[config.mk]
export PLATFORM = sky130hd
export DESIGN_NAME = atr_timer
export DESIGN_NICKNAME = d
export VERILOG_FILES = /design/src/atr_pkg.sv /design/src/atr_timer.sv
export VERILOG_INCLUDE_DIRS = /design/src
export SDC_FILE = /design/constraint.sdc
export NUM_CORES = 1
export LEC_CHECK = 0
export BUFFER_PORTS_ARGS = -buffer_cell sky130_fd_sc_hd__buf_2
export CORE_MARGIN = 8
export CORE_UTILIZATION = 62
export CTS_CLUSTER_DIAMETER = 40
export DETAILED_ROUTE_END_ITERATION = 7
export PLACE_DENSITY = 0.85
export REMOVE_ABC_BUFFERS = 1
export SLEW_MARGIN = 30
export SYNTH_ARGS = -nofsm -noshare
export SYNTH_HDL_FRONTEND = slang
export SYNTH_SLANG_ARGS = --single-unit
export TNS_END_PERCENT = 30
[constraint.sdc]
create_clock -name clk_i -period 4.65 [get_ports clk_i]
set_input_delay 0.465 -clock clk_i [delete_from_list [all_inputs] [get_ports clk_i]]
set_output_delay 0.465 -clock clk_i [all_outputs]
set_load 0.02 [all_outputs]
[src/atr_cfg.svh]
`ifndef ATR_CFG_SVH
`define ATR_CFG_SVH

// ----------------------------------------
// Register byte offsets (word aligned)
// ----------------------------------------
`define ATR_OFF_CTRL_A 8'h00
`define ATR_OFF_CTRL_B 8'h04
`define ATR_OFF_COUNT 8'h08
`define ATR_OFF_CMP_A 8'h0c
`define ATR_OFF_CMP_B 8'h10
`define ATR_OFF_ASYNC 8'h14
`define ATR_OFF_IEN 8'h18
`define ATR_OFF_FLAGS 8'h1c
`define ATR_OFF_GEN 8'h20

// ----------------------------------------
// Field positions
// ----------------------------------------
`define ATR_B_FORCE_A 7
`define ATR_B_FORCE_B 6
`define ATR_B_WAVE_HI 3
`define ATR_B_EXT_CLOCK_IN_ENABLE 6
`define ATR_B_ASYNC 5
`define ATR_B_TSM 7
`define ATR_B_PSR 1
`define ATR_BUSY_CNT 4
`define ATR_BUSY_CMPA 3
`define ATR_BUSY_CMPB 2
`define ATR_BUSY_CTLA 1
`define ATR_BUSY_CTLB 0
`define ATR_IRQ_B 2
`define ATR_IRQ_A 1
`define ATR_IRQ_OV 0

// ----------------------------------------
// Values
// ----------------------------------------
`define ATR_MAX 8'hff
`define ATR_BOTTOM 8'h00
`define ATR_CTRL_B_MASK 8'h0f
`define ATR_RESET_BYTE 8'h00

`endif

[src/atr_pkg.sv]
package atr_pkg;

  typedef enum logic [1:0] {
    ATR_WK_NORMAL = 2'b00,
    ATR_WK_PHASE = 2'b01,
    ATR_WK_CTC = 2'b10,
    ATR_WK_FAST = 2'b11
  } atr_wave_kind_t;

  typedef struct packed {
    logic [7:0] ctrl_a;
    logic [7:0] ctrl_b;
    logic [7:0] cnt;
    logic [7:0] cmpa;
    logic [7:0] cmpb;
    logic [7:0] tmp_ctrl_a;
    logic [7:0] tmp_ctrl_b;
    logic [7:0] tmp_cnt;
    logic [7:0] tmp_cmpa;
    logic [7:0] tmp_cmpb;
    logic [4:0] busy;
    logic ext_clock_in_enable;
    logic async_sel;
    logic [2:0] irq_en;
    logic [2:0] flags;
    logic psr;
    logic timer_sync_hold;
    logic [9:0] presc;
    logic down;
    logic blk;
    logic osc_q;
    logic out_a;
    logic out_b;
    logic oe_a;
    logic oe_b;
    logic ext_buf;
    logic xtal_run;
    logic [2:0] irq;
    logic ack;
    logic [31:0] rdat;
  } atr_state_t;

endpackage : atr_pkg

[src/atr_timer.sv]
`timescale 1ns/1ps
`default_nettype none
`include "atr_cfg.svh"
module atr_timer
  import atr_pkg::*;
#(
  parameter int PRESC_W = 10
) (
  input wire logic clk_i,
  input wire logic rst_i,
  input wire logic ce_i,
  input wire logic wb_cyc_i,
  input wire logic wb_stb_i,
  input wire logic wb_we_i,
  input wire logic [7:0] wb_adr_i,
  input wire logic [3:0] wb_sel_i,
  input wire logic [31:0] wb_dat_i,
  output logic [31:0] wb_dat_o,
  output logic wb_ack_o,
  input wire logic osc_pin_i,
  input wire logic global_irq_en_i,
  input wire logic [2:0] irq_vector_ack_i,
  output logic [2:0] irq_req_o,
  output logic wave_out_a_o,
  output logic wave_out_a_en_o,
  output logic wave_out_b_o,
  output logic wave_out_b_en_o,
  output logic ext_clk_buf_en_o,
  output logic xtal_osc_en_o
);

  initial begin
    if (PRESC_W != 10) begin
      $error("PRESC_W must be 10 to reach the divide by 1024 tap");
    end
  end

  // ----------------------------------------
  // Output action helper
  // ----------------------------------------
  function automatic logic wave_match(input logic o, input logic [1:0] com,
                                      input atr_wave_kind_t kind, input logic down,
                                      input logic tog_ok);
    logic r;
    r = o;
    unique case (kind)
      ATR_WK_NORMAL, ATR_WK_CTC: begin
        if (com == 2'b01) r = ~o;
        else if (com == 2'b10) r = 1'b0;
        else if (com == 2'b11) r = 1'b1;
      end
      ATR_WK_FAST: begin
        if (com == 2'b10) r = 1'b0;
        else if (com == 2'b11) r = 1'b1;
        else if (com == 2'b01 && tog_ok) r = ~o;
      end
      ATR_WK_PHASE: begin
        if (com == 2'b10) r = down;
        else if (com == 2'b11) r = ~down;
        else if (com == 2'b01 && tog_ok) r = ~o;
      end
    endcase
    return r;
  endfunction : wave_match

  atr_state_t s_reg;
  atr_state_t s_next;

  logic req;
  logic wr;
  logic rd;
  logic [7:0] d;
  logic osc_edge;
  logic src_tick;
  logic tick;
  logic [2:0] wgm;
  atr_wave_kind_t kind;
  logic [7:0] top;
  logic pwm;
  logic hit_a;
  logic hit_b;
  logic tov;
  logic bottom;
  logic [2:0] set_f;
  logic [2:0] clr_f;
  logic force_a;
  logic force_b;

  // ----------------------------------------
  // Next state
  // ----------------------------------------
  always_comb begin
    s_next = s_reg;
    req = wb_cyc_i && wb_stb_i && !s_reg.ack;
    wr = req && wb_we_i && wb_sel_i[0];
    rd = req && !wb_we_i;
    d = wb_dat_i[7:0];
    hit_a = 1'b0;
    hit_b = 1'b0;
    tov = 1'b0;
    bottom = 1'b0;
    clr_f = 3'b000;
    force_a = 1'b0;
    force_b = 1'b0;

    // Oscillator pin treated as a plain synchronous input
    osc_edge = osc_pin_i && !s_reg.osc_q;
    s_next.osc_q = osc_pin_i;
    src_tick = s_reg.async_sel ? osc_edge : 1'b1;

    // Power-of-two taps of one free prescaler
    unique case (s_reg.ctrl_b[2:0])
      3'd0: tick = 1'b0;
      3'd1: tick = src_tick;
      3'd2: tick = src_tick && (&s_reg.presc[2:0]);
      3'd3: tick = src_tick && (&s_reg.presc[4:0]);
      3'd4: tick = src_tick && (&s_reg.presc[5:0]);
      3'd5: tick = src_tick && (&s_reg.presc[6:0]);
      3'd6: tick = src_tick && (&s_reg.presc[7:0]);
      3'd7: tick = src_tick && (&s_reg.presc[9:0]);
    endcase

    if (s_reg.psr) begin
      s_next.presc = 10'h000;
      tick = 1'b0;
    end else if (src_tick) begin
      s_next.presc = 10'(s_reg.presc + 10'h001);
    end

    wgm = {s_reg.ctrl_b[`ATR_B_WAVE_HI], s_reg.ctrl_a[1:0]};
    unique case (wgm)
      3'b001, 3'b101: kind = ATR_WK_PHASE;
      3'b010: kind = ATR_WK_CTC;
      3'b011, 3'b111: kind = ATR_WK_FAST;
      default: kind = ATR_WK_NORMAL;
    endcase
    top = (wgm == 3'b010 || wgm == 3'b101 || wgm == 3'b111) ? s_reg.cmpa : `ATR_MAX;
    pwm = (kind == ATR_WK_PHASE) || (kind == ATR_WK_FAST);

    // ----------------------------------------
    // Counting and compare
    // ----------------------------------------
    if (tick) begin
      s_next.blk = 1'b0;
      hit_a = !s_reg.blk && (s_reg.cnt == s_reg.cmpa);
      hit_b = !s_reg.blk && (s_reg.cnt == s_reg.cmpb);
      unique case (kind)
        ATR_WK_NORMAL, ATR_WK_CTC: begin
          s_next.cnt = (s_reg.cnt == top) ? `ATR_BOTTOM : 8'(s_reg.cnt + 8'h01);
          tov = (s_reg.cnt == `ATR_MAX);
        end
        ATR_WK_FAST: begin
          s_next.cnt = (s_reg.cnt == top) ? `ATR_BOTTOM : 8'(s_reg.cnt + 8'h01);
          tov = (s_reg.cnt == top);
          bottom = (s_reg.cnt == top);
        end
        ATR_WK_PHASE: begin
          if (!s_reg.down) begin
            if (s_reg.cnt == top) begin
              s_next.down = 1'b1;
              s_next.cnt = 8'(s_reg.cnt - 8'h01);
            end else begin
              s_next.cnt = 8'(s_reg.cnt + 8'h01);
            end
          end else if (s_reg.cnt == `ATR_BOTTOM) begin
            s_next.down = 1'b0;
            s_next.cnt = 8'(s_reg.cnt + 8'h01);
            tov = 1'b1;
          end else begin
            s_next.cnt = 8'(s_reg.cnt - 8'h01);
          end
        end
      endcase
      if (hit_a) begin
        s_next.out_a = wave_match(s_reg.out_a, s_reg.ctrl_a[7:6], kind, s_reg.down,
                                  s_reg.ctrl_b[`ATR_B_WAVE_HI]);
      end
      if (hit_b) begin
        s_next.out_b = wave_match(s_reg.out_b, s_reg.ctrl_a[5:4], kind, s_reg.down, 1'b0);
      end
      if (bottom) begin
        if (s_reg.ctrl_a[7]) s_next.out_a = !s_reg.ctrl_a[6];
        if (s_reg.ctrl_a[5]) s_next.out_b = !s_reg.ctrl_a[4];
      end
    end
    set_f = {hit_b, hit_a, tov};

    // ----------------------------------------
    // Async transfer from temporary storage
    // ----------------------------------------
    if (s_reg.async_sel && src_tick) begin
      if (s_reg.busy[`ATR_BUSY_CNT]) begin
        s_next.cnt = s_reg.tmp_cnt;
        s_next.blk = 1'b1;
      end
      if (s_reg.busy[`ATR_BUSY_CMPA]) s_next.cmpa = s_reg.tmp_cmpa;
      if (s_reg.busy[`ATR_BUSY_CMPB]) s_next.cmpb = s_reg.tmp_cmpb;
      if (s_reg.busy[`ATR_BUSY_CTLA]) s_next.ctrl_a = s_reg.tmp_ctrl_a;
      if (s_reg.busy[`ATR_BUSY_CTLB]) s_next.ctrl_b = s_reg.tmp_ctrl_b;
      s_next.busy = 5'b00000;
    end

    // Prescaler reset bit release
    if (s_reg.psr && !s_reg.timer_sync_hold && (!s_reg.async_sel || src_tick)) begin
      s_next.psr = 1'b0;
    end

    // ----------------------------------------
    // Register writes
    // ----------------------------------------
    // No guard on a source switch: registers may hold stale values
    if (wr) begin
      unique case (wb_adr_i)
        `ATR_OFF_CTRL_A: begin
          s_next.tmp_ctrl_a = d;
          if (s_reg.async_sel) s_next.busy[`ATR_BUSY_CTLA] = 1'b1;
          else s_next.ctrl_a = d;
        end
        `ATR_OFF_CTRL_B: begin
          s_next.tmp_ctrl_b = d & `ATR_CTRL_B_MASK;
          if (s_reg.async_sel) s_next.busy[`ATR_BUSY_CTLB] = 1'b1;
          else s_next.ctrl_b = d & `ATR_CTRL_B_MASK;
          force_a = d[`ATR_B_FORCE_A] && !pwm;
          force_b = d[`ATR_B_FORCE_B] && !pwm;
        end
        `ATR_OFF_COUNT: begin
          s_next.tmp_cnt = d;
          if (s_reg.async_sel) begin
            s_next.busy[`ATR_BUSY_CNT] = 1'b1;
          end else begin
            s_next.cnt = d;
            s_next.blk = 1'b1;
          end
        end
        `ATR_OFF_CMP_A: begin
          s_next.tmp_cmpa = d;
          if (s_reg.async_sel) s_next.busy[`ATR_BUSY_CMPA] = 1'b1;
          else s_next.cmpa = d;
        end
        `ATR_OFF_CMP_B: begin
          s_next.tmp_cmpb = d;
          if (s_reg.async_sel) s_next.busy[`ATR_BUSY_CMPB] = 1'b1;
          else s_next.cmpb = d;
        end
        `ATR_OFF_ASYNC: begin
          s_next.ext_clock_in_enable = d[`ATR_B_EXT_CLOCK_IN_ENABLE];
          s_next.async_sel = d[`ATR_B_ASYNC];
        end
        `ATR_OFF_IEN: s_next.irq_en = d[2:0];
        `ATR_OFF_FLAGS: clr_f = d[2:0];
        `ATR_OFF_GEN: begin
          s_next.timer_sync_hold = d[`ATR_B_TSM];
          if (d[`ATR_B_PSR]) s_next.psr = 1'b1;
        end
        default: ;
      endcase
    end

    // Forced match uses the live output modes; no flag, no clear
    if (force_a) begin
      s_next.out_a = wave_match(s_reg.out_a, s_reg.ctrl_a[7:6], ATR_WK_NORMAL, 1'b0, 1'b1);
    end
    if (force_b) begin
      s_next.out_b = wave_match(s_reg.out_b, s_reg.ctrl_a[5:4], ATR_WK_NORMAL, 1'b0, 1'b1);
    end

    // Set wins over a clear in the same cycle
    s_next.flags = (s_reg.flags & ~(clr_f | irq_vector_ack_i)) | set_f;
    s_next.irq = s_next.flags & s_next.irq_en & {3{global_irq_en_i}};

    s_next.oe_a = (s_next.ctrl_a[7:6] != 2'b00);
    s_next.oe_b = (s_next.ctrl_a[5:4] != 2'b00);
    s_next.ext_buf = s_next.ext_clock_in_enable && s_next.async_sel;
    s_next.xtal_run = !s_next.ext_clock_in_enable && s_next.async_sel;

    // ----------------------------------------
    // Bus answer
    // ----------------------------------------
    s_next.ack = req;
    if (rd) begin
      unique case (wb_adr_i)
        `ATR_OFF_CTRL_A: s_next.rdat = {24'h000000, s_reg.tmp_ctrl_a};
        `ATR_OFF_CTRL_B: s_next.rdat = {24'h000000, s_reg.tmp_ctrl_b};
        `ATR_OFF_COUNT: s_next.rdat = {24'h000000, s_reg.cnt};
        `ATR_OFF_CMP_A: s_next.rdat = {24'h000000, s_reg.tmp_cmpa};
        `ATR_OFF_CMP_B: s_next.rdat = {24'h000000, s_reg.tmp_cmpb};
        `ATR_OFF_ASYNC: s_next.rdat = {25'h0000000, s_reg.ext_clock_in_enable, s_reg.async_sel, s_reg.busy};
        `ATR_OFF_IEN: s_next.rdat = {29'h00000000, s_reg.irq_en};
        `ATR_OFF_FLAGS: s_next.rdat = {29'h00000000, s_reg.flags};
        `ATR_OFF_GEN: s_next.rdat = {24'h000000, s_reg.timer_sync_hold, 5'h00, s_reg.psr, 1'b0};
        default: s_next.rdat = 32'h00000000;
      endcase
    end
  end

  // ----------------------------------------
  // State register
  // ----------------------------------------
  always_ff @(posedge clk_i) begin
    if (rst_i) begin
      s_reg <= '0;
    end else if (ce_i) begin
      s_reg <= s_next;
    end
  end

  assign wb_dat_o = s_reg.rdat;
  assign wb_ack_o = s_reg.ack;
  assign irq_req_o = s_reg.irq;
  assign wave_out_a_o = s_reg.out_a;
  assign wave_out_a_en_o = s_reg.oe_a;
  assign wave_out_b_o = s_reg.out_b;
  assign wave_out_b_en_o = s_reg.oe_b;
  assign ext_clk_buf_en_o = s_reg.ext_buf;
  assign xtal_osc_en_o = s_reg.xtal_run;
endmodule : atr_timer
`default_nettype wire

==> metrics <==
chip width=120.5 um; DRT iter0 DRCs=just under 800; Starting Density=62.96%; CTS sink count=around 120; # IOs=97; max reg flops=98; fmax=between 300 and 400 MHz; fraction of registers with async set/reset=0%; Slew @ Worst Pin=0.9679 ns; CP required=just over 5 ns; fillers=about 900; Reg2Reg Setup Slack=about 1.8 ns; Hold Buf Count CTS=0; CTS tree=done; Worst slew margin=between 30% and 40%; Worst Path Arrival=3.29 ns; ant diodes=0; number of port buffers=45; final wirelength=slightly above 20000 um; CTS max path bufs=2; main combinational cell family by area after synthesis=simple AND/OR/NAND/NOR gates; drt drc=0; # nets final=about 900; hold crit path type=in2reg; Primary FF master, synth=dfxtp_1; Compound-Gate Fraction of Synth Area=approximately 21%; P per Cell Area=338.2 nW/um2; total negative slack=0 ns; crit-path max FO=6; share of layout cells above drive strength 1=12.16%; area grow syn2layout=9.044%; Place WS=around 1.6 ns; largest net degree at the start of global routing=62; vias in the first global route=6123; num rows=38; leak pwr=2.671 nW; H-tree depth=4; Final Max Tran Viols=0; RSZ-0062 raised after global routing=no; sequential-to-total area share from yosys stat=between 30% and 40%; Finished Layout Cells=around 1000; post-CTS sizing=0; Worst Slack Setup Final=1.785 ns; first-pass GRT wire length=31550 um; min-delay src=osc_pin_i; post-synthesis average cell area=approximately 8 um2; hold path depth=3; multiplexer share of the synthesized area=8.082%; WHS=roughly 0.2 ns; total power=2.495 mW; Ys Warns=0; Yosys top cell area share=about 34%; Final setup viols=0; count leader, synth=nor2_1; Worst R2R Start=s_reg[45]; Post-Place Cell Area=about 6800 um2; Core Area=10750 um2; critical path class=reg2reg; WHS Endpoint=s_reg[42]; die height=around 120 um; CTS buffer count=17; 1st-pass router iterations=8; terminus of the critical flop-to-flop path=s_reg[129]; Overflow after GRT=0; Cell Area, Synth=roughly 6800 um2; Synth cell types=78; worst skew pair latency=0.53 ns; clk_skew=between 0.007 and 0.008 ns; Finished Cell Area=around 7400 um2; post-layout min period=about 2.9 ns; peak supply drop=287.9 uV; element type at the critical path start=flip-flop; Post-Syn Instances=845; via count=between 6k and 7k; #FFs+latches synth=roughly 120; total global-route track usage=27.21%; top cells by area, synth=dfxtp_1 (34%), mux2i_1 (7.7%), nor2_1 (6.7%); die area=between 10000 and 15000 um2; Synth Area in XOR/XNOR=around 2.5%; ANT nets after route=0; Post-synth EDFFs=0; Final Core Density=68.65%; Post-CTS Setup Inserts=0; Cells after DPL=963; Setup crit end kind=flip-flop; Synth area leader=dfxtp_1; number of max-cap violations=0; Final GP Congestion=between 0.9 and 1; Reg2Reg Depth=8; Hold Violations, Final=0; CTS Root Cell=clkbuf_8; period utilisation layout=just over 60%; Final HPWL DP=between 10000 and 15000 um; antenna violations before repair=0; outcome=finished, final reports clean; Synth Area in Simple Gates=approximately a quarter; clk slew on worst S/H paths=0.06 ns; Synth Area in Adders=less than 1%; top cells by count, synth=nor2_1 (120), dfxtp_1 (116), nand2_1 (77), mux2i_1 (52), nand3_1 (46); WL/cell=between 20 and 25 um; via density per instance=around 6.5
[cells by family (layout without fill, tap and decap cells)]
| kind of cell | Yosys count | in the layout |
|---|---|---|
| AND/OR/NAND/NOR | 344 | 344 |
| buffers and inverters | 111 | 98 |
| adder cells (fa/ha/maj) | 5 | 5 |
| flip-flops | 116 | 116 |
| other | 1 | 24 |
| XOR/XNOR | 19 | 19 |
| AO/OA/AOI/OAI | 195 | 195 |
| multiplexers | 54 | 54 |
[placed cells by master (no fill, tap or decap), drive strengths merged, types with 21 or more instances in the layout]
| master | count |
|---|---|
| clkbuf | 21 |
| mux2i | 52 |
| dfxtp | 116 |
| nor2 | 124 |
| nand2 | 78 |
| conb | 24 |
| nand3 | 46 |
| buf | 50 |
| a21oi | 47 |
| o21ai | 26 |
[where the power goes]
part / switching (mW) / leakage, nW / internal, mW
combinational: 0.122 / 1.44 / 0.0491
clock: 0.458 / 0.291 / 0.837
sequential: 0.0211 / 0.938 / 1.01
[worst max-delay path: stages, from the launching register on]
cell and delay (ns):
dfxtp_1 0.40, ha_1 0.18, and3_1 0.21, nand3_1 0.16, o32ai_1 0.64, nand3_1 0.48
a211oi_1 0.33, o21ai_0 0.12, o211a_1 0.22
[metal layers]
layer / part of all wire [%] / track usage [%] / up-vias / routed length (um)
met5: 0 / 0 / - / 0
met4: 4.5 / 16.32 / 0 / 910
met3: 9.5 / 6.946 / 77 / 1921
met2: 46 / 42.83 / 376 / 9287
met1: 40 / 32.97 / 3074 / 8000
li1: - / - / 2979 / -
[worst max path at each step]
stage                     depth (start not counted)        start          to  slack (ns)
final                                             8    s_reg[45]  s_reg[129]        1.79
after global routing                              8    s_reg[45]  s_reg[130]        1.68
after CTS                                         8    s_reg[45]  s_reg[129]        1.90
after detailed placement                          6  wb_adr_i[5]   s_reg[83]        1.63
after global placement                            6  wb_adr_i[5]   s_reg[85]        1.68
after floorplan                                   6     wb_ack_o  s_reg[110]        1.46
[area by class of cell]
class / count / area [um2] / share of cell area [%]
clock inverters: 11 / 132.6 / 1.798
repair buffers: 50 / 265.3 / 3.596
multi-input cells: 641 / 3973 / 53.85
well taps: 140 / 175.2 / 2.374
inverters: 16 / 60.06 / 0.8141
flip-flops and latches: 116 / 2322 / 31.48
clock buffers: 21 / 449.2 / 6.089
(Power assumes the default switching activity.)
